==> src/spirk_regs.svh <==
// Purpose: register map, field positions, reset values and codes
// Assumes: 15-bit register addresses, 16-bit registers
// Notes:   constants only
`ifndef SPIRK_REGS_SVH
`define SPIRK_REGS_SVH
`define SPIRK_ADDR_RESET_ID   15'h0000
`define SPIRK_ADDR_REVISION   15'h0001
`define SPIRK_ADDR_MAIN_ID    15'h4000
`define SPIRK_ADDR_KEY        15'h4008
`define SPIRK_ADDR_SCRATCH    15'h4009
`define SPIRK_UNLOCK_CODE     16'h9716
`define SPIRK_LOCK_CODE       16'h0000
`define SPIRK_KEY_RESET       16'h0000
`define SPIRK_SCRATCH_RESET   16'h0000
`define SPIRK_WORD_BITS       6'h20
`define SPIRK_ADDR_END        6'h10
`define SPIRK_DIR_BIT         31
`define SPIRK_ADDR_MSB        30
`define SPIRK_ADDR_LSB        16
`define SPIRK_SOFT_RESET_MAX  3'h6
`endif

==> src/spirk_pkg.sv <==
// Purpose: shared types of the serial register port
// Assumes: constants live in spirk_regs.svh
// Notes:   types only
package spirk_pkg;
  typedef enum logic [1:0] {
    SPIRK_IDLE,
    SPIRK_CMD,
    SPIRK_READ,
    SPIRK_WRITE
  } spirk_state_e;
  typedef logic [15:0] spirk_word_t;
endpackage

==> src/spirk_top.sv <==
// Purpose: four-wire serial register port with key lock and soft reset
// Assumes: REF_CLK well above serial clock; pins synchronised here
// Notes:   soft reset limit is cleared only by an on event or RST
`timescale 1ns/10ps
`include "spirk_regs.svh"
module spirk_top #(
  parameter logic [15:0] DEVICE_IDENTIFIER = 16'h5a5a, // arbitrary value
  parameter logic [15:0] MAIN_DIE_IDENTITY = 16'h1234, // arbitrary value
  parameter logic [7:0]  MAIN_DIE_REVISION = 8'h00,
  parameter logic [7:0]  SECONDARY_DIE_REVISION = 8'h00
) (
  // clock and reset
  input  wire logic REF_CLK,
  input  wire logic RST,
  // serial pins
  input  wire logic INTERFACE_SELECT_PIN,
  input  wire logic CHIP_SELECT_N,
  input  wire logic SERIAL_CLOCK_IN,
  input  wire logic SERIAL_DATA_IN,
  output logic      SERIAL_DATA_OUT_O,
  output logic      SERIAL_DATA_OUT_OE,
  // power state side
  input  wire logic SOFT_RESET_SCOPE_CONFIG,
  input  wire logic ON_EVENT,
  output logic      SOFT_RESET_PULSE,
  output logic      HOLD_OFF,
  output logic      PROTECT_UNLOCKED,
  // protected register write port
  output logic        PROT_WR_STROBE,
  output logic [14:0] PROT_WR_ADDR,
  output logic [15:0] PROT_WR_DATA,
  input  wire logic   PROT_ADDR_HIT,
  input  wire logic [15:0] EXT_RD_DATA
);
  ////////////////////////////////////////////////////////////////////////
  // pin synchronisers: first stage read only by the second
  logic [1:0] sel_s1_q, sel_s2_q;
  logic [1:0] cs_s1_q, cs_s2_q;
  logic [1:0] sck_s1_q, sck_s2_q;
  logic [1:0] sdi_s1_q, sdi_s2_q;
  logic [1:0] on_s1_q, on_s2_q;
  logic       cs_hist_q, sck_hist_q, on_hist_q;

  always_ff @(posedge REF_CLK or posedge RST) begin
    if (RST) begin
      // stages start at each pin's idle level: no false edge after reset
      sel_s1_q <= 2'h0;
      cs_s1_q  <= 2'h3;
      sck_s1_q <= 2'h0;
      sdi_s1_q <= 2'h0;
      on_s1_q  <= 2'h0;
    end else begin
      sel_s1_q <= {sel_s1_q[0], INTERFACE_SELECT_PIN};
      cs_s1_q  <= {cs_s1_q[0], CHIP_SELECT_N};
      sck_s1_q <= {sck_s1_q[0], SERIAL_CLOCK_IN};
      sdi_s1_q <= {sdi_s1_q[0], SERIAL_DATA_IN};
      on_s1_q  <= {on_s1_q[0], ON_EVENT};
    end
  end
  // second stage is bit [1]; bit [0] is the first flip-flop
  assign sel_s2_q = sel_s1_q;
  assign cs_s2_q  = cs_s1_q;
  assign sck_s2_q = sck_s1_q;
  assign sdi_s2_q = sdi_s1_q;
  assign on_s2_q  = on_s1_q;

  logic sel_sync, cs_n_sync, sck_sync, sdi_sync, on_sync;
  assign sel_sync  = sel_s2_q[1];
  assign cs_n_sync = cs_s2_q[1];
  assign sck_sync  = sck_s2_q[1];
  assign sdi_sync  = sdi_s2_q[1];
  assign on_sync   = on_s2_q[1];

  always_ff @(posedge REF_CLK or posedge RST) begin
    if (RST) begin
      cs_hist_q  <= 1'b1;
      sck_hist_q <= 1'b0;
      on_hist_q  <= 1'b0;
    end else begin
      cs_hist_q  <= cs_n_sync;
      sck_hist_q <= sck_sync;
      on_hist_q  <= on_sync;
    end
  end

  logic sck_rise, sck_fall, cs_rise, cs_fall, on_rise, spi_mode;
  assign spi_mode = sel_sync;
  assign sck_rise = spi_mode & ~cs_n_sync & sck_sync & ~sck_hist_q;
  assign sck_fall = spi_mode & ~cs_n_sync & ~sck_sync & sck_hist_q;
  assign cs_rise  = spi_mode & cs_n_sync & ~cs_hist_q;
  assign cs_fall  = ~cs_n_sync & cs_hist_q;
  assign on_rise  = on_sync & ~on_hist_q;

  ////////////////////////////////////////////////////////////////////////
  // frame receive
  spirk_pkg::spirk_state_e state_q;
  logic [31:0] shift_q;
  logic [5:0]  bit_cnt_q;
  logic [15:0] rd_shift_q;
  logic [4:0]  rd_left_q;

  always_ff @(posedge REF_CLK or posedge RST) begin
    if (RST) begin
      state_q   <= spirk_pkg::SPIRK_IDLE;
      shift_q   <= 32'h0;
      bit_cnt_q <= 6'h0;
    end else begin
      unique case (state_q)
        spirk_pkg::SPIRK_IDLE: begin
          if (cs_fall && spi_mode) begin
            state_q   <= spirk_pkg::SPIRK_CMD;
            bit_cnt_q <= 6'h0;
          end
        end
        spirk_pkg::SPIRK_CMD: begin
          if (cs_rise || !spi_mode) begin
            state_q <= spirk_pkg::SPIRK_IDLE;
          end else if (sck_rise) begin
            shift_q   <= {shift_q[30:0], sdi_sync};
            bit_cnt_q <= bit_cnt_q + 6'h1;
            if (bit_cnt_q == 6'h0f && shift_q[14]) begin
              state_q <= spirk_pkg::SPIRK_READ;
            end else if (bit_cnt_q == 6'h0f) begin
              state_q <= spirk_pkg::SPIRK_WRITE;
            end
          end
        end
        spirk_pkg::SPIRK_WRITE: begin
          if (!spi_mode) begin
            state_q <= spirk_pkg::SPIRK_IDLE;
          end else if (cs_rise) begin
            state_q <= spirk_pkg::SPIRK_IDLE;
          end else if (sck_rise) begin
            shift_q   <= {shift_q[30:0], sdi_sync};
            bit_cnt_q <= bit_cnt_q + 6'h1;
          end
        end
        spirk_pkg::SPIRK_READ: begin
          // data in no longer sampled once the address is held
          if (cs_rise || !spi_mode) begin
            state_q <= spirk_pkg::SPIRK_IDLE;
          end
        end
      endcase
    end
  end

  logic [14:0] cur_addr;
  assign cur_addr = shift_q[14:0];

  // a completed write: at least 32 bits seen before chip select rose
  logic wr_commit;
  assign wr_commit = cs_rise && (state_q == spirk_pkg::SPIRK_WRITE)
                     && !shift_q[`SPIRK_DIR_BIT]
                     && (bit_cnt_q >= `SPIRK_WORD_BITS);
  logic [14:0] wr_addr;
  logic [15:0] wr_data;
  assign wr_addr = shift_q[`SPIRK_ADDR_MSB:`SPIRK_ADDR_LSB];
  assign wr_data = shift_q[15:0];

  ////////////////////////////////////////////////////////////////////////
  // key, scratch, soft reset
  logic [15:0] key_q, scratch_q;
  logic [2:0]  sreset_cnt_q;
  logic        unlocked;
  logic        soft_rst_now;
  assign unlocked = (key_q == `SPIRK_UNLOCK_CODE);
  assign soft_rst_now = wr_commit && (wr_addr == `SPIRK_ADDR_RESET_ID);

  always_ff @(posedge REF_CLK or posedge RST) begin
    if (RST) begin
      key_q <= `SPIRK_KEY_RESET;
    end else if (wr_commit && wr_addr == `SPIRK_ADDR_KEY) begin
      key_q <= wr_data;
    end else if (soft_rst_now && SOFT_RESET_SCOPE_CONFIG) begin
      key_q <= `SPIRK_KEY_RESET;
    end
  end

  // scratch has no power-state clear: RST clears it, as does a soft reset while SOFT_RESET_SCOPE_CONFIG is set
  always_ff @(posedge REF_CLK or posedge RST) begin
    if (RST) begin
      scratch_q <= `SPIRK_SCRATCH_RESET;
    end else if (wr_commit && wr_addr == `SPIRK_ADDR_SCRATCH) begin
      scratch_q <= wr_data;
    end else if (soft_rst_now && SOFT_RESET_SCOPE_CONFIG) begin
      scratch_q <= `SPIRK_SCRATCH_RESET;
    end
  end

  always_ff @(posedge REF_CLK or posedge RST) begin
    if (RST) begin
      sreset_cnt_q     <= 3'h0;
      SOFT_RESET_PULSE <= 1'b0;
      HOLD_OFF         <= 1'b0;
    end else begin
      SOFT_RESET_PULSE <= 1'b0;
      if (on_rise) begin
        // a reset request in the same cycle opens the new count
        sreset_cnt_q     <= {2'h0, soft_rst_now};
        SOFT_RESET_PULSE <= soft_rst_now;
        HOLD_OFF         <= 1'b0;
      end else if (soft_rst_now) begin
        if (sreset_cnt_q == `SPIRK_SOFT_RESET_MAX) begin
          HOLD_OFF <= 1'b1;
        end else begin
          sreset_cnt_q     <= sreset_cnt_q + 3'h1;
          SOFT_RESET_PULSE <= 1'b1;
        end
      end
    end
  end

  // outside protected writes pass only while unlocked
  always_ff @(posedge REF_CLK or posedge RST) begin
    if (RST) begin
      PROT_WR_STROBE   <= 1'b0;
      PROT_WR_ADDR     <= 15'h0;
      PROT_WR_DATA     <= 16'h0;
      PROTECT_UNLOCKED <= 1'b0;
    end else begin
      PROTECT_UNLOCKED <= unlocked;
      PROT_WR_STROBE   <= wr_commit && PROT_ADDR_HIT && unlocked;
      if (wr_commit) begin
        PROT_WR_ADDR <= wr_addr;
        PROT_WR_DATA <= wr_data;
      end
    end
  end

  ////////////////////////////////////////////////////////////////////////
  // read data and open-drain output
  spirk_pkg::spirk_word_t rd_word;
  always_comb begin
    unique case (cur_addr)
      `SPIRK_ADDR_RESET_ID: rd_word = DEVICE_IDENTIFIER;
      `SPIRK_ADDR_REVISION: rd_word = {MAIN_DIE_REVISION,
                                       SECONDARY_DIE_REVISION};
      `SPIRK_ADDR_MAIN_ID:  rd_word = MAIN_DIE_IDENTITY;
      `SPIRK_ADDR_KEY:      rd_word = key_q;
      `SPIRK_ADDR_SCRATCH:  rd_word = scratch_q;
      default:              rd_word = EXT_RD_DATA;
    endcase
  end

  logic enter_read, rd_start_q, rd_msb;
  assign enter_read = (state_q == spirk_pkg::SPIRK_CMD) && sck_rise
                      && (bit_cnt_q == 6'h0f) && shift_q[14];
  assign rd_msb     = rd_shift_q[15];

  always_ff @(posedge REF_CLK or posedge RST) begin
    if (RST) begin
      rd_shift_q         <= 16'h0;
      rd_left_q          <= 5'h0;
      rd_start_q         <= 1'b0;
      SERIAL_DATA_OUT_O  <= 1'b0;
      SERIAL_DATA_OUT_OE <= 1'b0;
    end else begin
      rd_start_q        <= enter_read;
      SERIAL_DATA_OUT_O <= 1'b0;
      if (state_q != spirk_pkg::SPIRK_READ || cs_rise) begin
        SERIAL_DATA_OUT_OE <= 1'b0;
        rd_left_q          <= 5'h0;
      end
      // load once, a cycle after entry, when the address is complete;
      // reloading on an empty count would resend the word
      if (state_q == spirk_pkg::SPIRK_READ && rd_start_q
          && !cs_rise && bit_cnt_q == `SPIRK_ADDR_END) begin
        rd_shift_q <= rd_word;
        rd_left_q  <= 5'h10;
      end else if (state_q == spirk_pkg::SPIRK_READ && sck_fall
                   && rd_left_q != 5'h0 && !cs_rise) begin
        // bit 15 first; low bit pulls the line, high bit releases it
        SERIAL_DATA_OUT_OE <= ~rd_shift_q[15];
        rd_shift_q         <= {rd_shift_q[14:0], 1'b0};
        rd_left_q          <= rd_left_q - 5'h1;
      end else if (sck_fall && rd_left_q == 5'h0) begin
        SERIAL_DATA_OUT_OE <= 1'b0;
      end
    end
  end
endmodule // spirk_top

==> config.mk <==
export PLATFORM = sky130hd
export DESIGN_NAME = spirk_top
export DESIGN_NICKNAME = d
export VERILOG_FILES = /design/src/spirk_pkg.sv /design/src/spirk_top.sv
export VERILOG_INCLUDE_DIRS = /design/src /design/src/src
export SDC_FILE = /design/constraint.sdc
export NUM_CORES = 1
export LEC_CHECK = 0
export BUFFER_PORTS_ARGS = -buffer_cell sky130_fd_sc_hd__buf_2
export CORE_ASPECT_RATIO = 1.2
export CORE_MARGIN = 5
export CORE_UTILIZATION = 64
export CTS_CLUSTER_SIZE = 30
export DETAILED_ROUTE_END_ITERATION = 8
export GPL_TIMING_DRIVEN = 0
export HOLD_SLACK_MARGIN = 0.06
export PLACE_DENSITY = 0.93
export SKIP_LAST_GASP = 1
export SLEW_MARGIN = 25
export SYNTH_ARGS = -nofsm -noshare
export SYNTH_HDL_FRONTEND = slang
export SYNTH_SLANG_ARGS = --single-unit
==> constraint.sdc <==
create_clock -name REF_CLK -period 8.57 [get_ports REF_CLK]
set_clock_uncertainty 0.1 [all_clocks]
set_input_delay 1.2855 -clock REF_CLK [delete_from_list [all_inputs] [get_ports REF_CLK]]
set_output_delay 1.2855 -clock REF_CLK [all_outputs]
set_load 0.02 [all_outputs]
==> impl_metrics.py <==
metrics = {
    "placed_design": {
        "portBuffers": 60,
        "place_ws_ns": 5.899,
        "placedInstanceArea_sq_um": 7316,
        "dp_hpwl_um": 11290,
        "place_congestion": 0.8820,
    },
    "pwr": {
        "p_clk_frac": 0.515,
        "p_int_mw": 1.254,
        "pwr-share-comb": 0.041,
        "seqPwrFrac": 0.444,
        "switchingPower_mw": 0.3249,
        "total_leakage_power_nw": 3.696,
        "ir_worst_vdd_mv": 0.1745,
        "power_density_nw_per_um2": 198.2,
        "netSwitchingFraction": 0.2058,
    },
    "global_routing": {
        "grt_usage": 0.2751,
        "grt_antenna_before_repair": 0,
        "grt_overflow_total": 0,
        "grt_max_degree": 78,
        "grt_pass1_wl_um": 28230,
        "grt_pass1_vias": 5594,
    },
    "drt": {
        "antenna_left": 0,
        "post_drt_via_cell_ratio": 6.591,
        "first_iter_violations": 533,
        "route.detailed.drc": 0,
        "wire_per_inst_um": 20.57,
        "num_vias": 5352,
        "routed_wl_um": 16700,
        "firstDrtPassIters": 5,
    },
    "synth": {
        "yosys_warnings": 0,
        "ys_types": 70,
        "yosys.area_share.adder": 0.009174,
        "synth_area_sq_um": 6819,
        "synth_simple_gate_area_frac": 0.1301,
        "ys.flop_type": "dfrtp_1",
        "netlist_instances": 592,
        "synth_compound_area_frac": 0.1783,
        "yosysSeqAreaShare": 0.5363,
        "ys_ff_latch": 146,
        "synthMuxAreaShare": 0.1033,
        "synth_fp_nets": 622,
        "synth.avg_cell_area_sq_um": 11.52,
        "synth_top_family_by_area": "compound AO/OA/AOI/OAI gates",
        "synth-edff-count": 0,
        "async_flop_share": 1.000,
        "synth_xor_area_frac": 0.002569,
    },
    "setup_path": {
        "criticalPathCategory": "flop to flop",
        "crit_path_max_fanout": 10,
        "worst_ep_required_time_ns": 8.74,
        "start_kind": "flop",
        "end_kind": "flop",
        "crit_arrival_ns": 2.55,
    },
    "floorplan": {
        "die-area_sq_um": 12830,
        "die_height_um": 123.1,
        "coreArea_sq_um": 10470,
        "rows": 41,
        "die_w_um": 104.2,
        "ios": 62,
        "initial_core_util": 0.6516,
    },
    "clock_network": {
        "cts_tree": "yes",
        "cts_root_buf": "clkbuf_16",
        "clock_latency_ns": 0.43,
        "cts_buffer_depth": 2,
        "postCtsSetupRepairBufs": 0,
        "clkSlewWorstSetupHoldPaths_ns": 0.06,
        "cts_resized": 0,
        "cts_made_buffers": 17,
        "h-tree-depth": 4,
        "cts_sinks": 146,
        "cts_hold_buffers": 0,
    },
    "finish": {
        "final_cell_area_sq_um": 7965,
        "n_antenna_cell": 0,
        "register_area_sq_um": 3657,
        "drive_gt1_frac": 0.3016,
        "n_fill_cell": 619,
        "multi_input_area_sq_um": 2892,
        "syn2layout_area_growth_pct": 16.81,
        "fin_nets": 702,
        "final_common_cell": "dfrtp_1",
        "final_cell_mix": "dfrtp_1 (143), buf_2 (79), mux2_2 (59)",
    },
    "sta": {
        "fmax_mhz": 420.6,
        "layout_setup_ws_ns": 6.193,
        "worstMarginPinSlew_ns": 0.6305,
        "setup_viol": 0,
        "hold_viol": 0,
        "finalSetupTns_ns": 0,
        "maxSlewViolCount": 0,
        "rsz0062_at_grt": "no",
        "slew_headroom": 0.5752,
        "fin_crit_ns": 2.377,
        "period_share": 0.2774,
    },
    "hold_path": {
        "hp-class": "flop to flop",
    },
    "run": {
        "cap_violations": 0,
    },
    "run_status": {
        "status": "completed",
    },
}
-- final timing paths --
check	from	endpoint	slack (ns)	depth (start not counted)
worst min register to register	sck_s1_q[0]	sck_s1_q[1]	0.25	0
worst max register to register	shift_q[25]	key_q[4]	6.19	5
worst max-delay path	shift_q[25]	key_q[4]	6.19	5
max in group asynchronous	RST	shift_q[9]	6.83	3
min in group asynchronous	RST	bit_cnt_q[5]	0.81	2
worst min-delay path	sck_s1_q[0]	sck_s1_q[1]	0.25	0
-- layout make-up --
type	count	area share
flip-flops and latches	146	0.4592
multi-input cells	393	0.3630
clock buffers	21	0.05906
repair buffers	61	0.04116
plain buffers	41	0.02828
clock inverters	9	0.02246
well taps	129	0.02026
inverters	12	0.006598
-- worst max-delay path, stage by stage (launching register included) --
cell,delay [ns]
dfrtp_1,0.40
nor4_1,0.52
nand3_2,0.36
nor4_4,0.47
buf_4,0.28
a221oi_1,0.10
-- metrics by stage --
stage	power, mW	hold WS (ns)	cells	util
2_1_floorplan	0.7531	0.2312	592	-
3_3_place_gp	0.7715	0.2355	781	0.6957
3_5_place_dp	0.7759	0.2363	782	0.6991
4_1_cts	1.585	0.2530	812	0.7611
5_1_grt	1.629	0.2677	812	0.7611
6_report	1.579	0.2527	812	0.7611
-- state kept, by name, summed over array words and instances (netlist names) --
signal              cells
scratch_q              16
cs_hist_q               1
rd_left_q               5
rd_shift_q             16
sck_s1_q                2
PROT_WR_DATA           16
sel_s1_q                2
PROTECT_UNLOCKED        1
on_s1_q                 2
cs_s1_q                 2
PROT_WR_STROBE          1
on_hist_q               1
shift_q                32
sck_hist_q              1
rd_start_q              1
sreset_cnt_q            3
HOLD_OFF                1
PROT_WR_ADDR           15
key_q                  16
SERIAL_DATA_OUT_OE      1
SOFT_RESET_PULSE        1
sdi_s1_q                2
bit_cnt_q               6
state_q                 2
-- cell families after synthesis --
logic type	after synthesis
buf+inv	53
flops	146
compound gates	175
mux	63
other cells	1
simple gates	147
xor+xnor	2
fa+ha+maj	5
-- cell usage after synthesis, drive strengths merged, types with 6 or more instances --
cell | n | area share
o311ai | 15 | 0.020
a21oi | 47 | 0.035
o31a | 6 | 0.0077
nor4 | 9 | 0.013
a221oi | 16 | 0.021
nand4b | 6 | 0.0086
nor2 | 40 | 0.023
buf | 27 | 0.025
mux2 | 59 | 0.097
inv | 11 | 0.0061
clkbuf | 14 | 0.0081
nand3 | 28 | 0.023
nand2 | 15 | 0.0083
o21ai | 44 | 0.032
nand2b | 10 | 0.0092
a22o | 19 | 0.024
dfrtp | 143 | 0.52
-- layer usage --
| layer | vias up | track usage | routed length (um) | part of all wire |
|---|---|---|---|---|
| li1 | 2377 | - | - | - |
| met5 | - | 0 | 0 | 0 |
| met1 | 2623 | 0.3391 | 6436 | 0.39 |
| met2 | 283 | 0.4553 | 8389 | 0.50 |
| met3 | 69 | 0.08355 | 1333 | 0.080 |
| met4 | 0 | 0.1158 | 539 | 0.032 |
-- power by group through the flow --
stage          registers [mW]  logic [mW]  clock network, mW
2_1_floorplan           0.711      0.0426                  0
3_3_place_gp            0.712      0.0595                  0
3_5_place_dp            0.712      0.0638                  0
4_1_cts                 0.700      0.0648              0.820
5_1_grt                 0.701      0.0722              0.857
6_report                0.700      0.0647              0.814
Power figures use the tool's default switching activity.
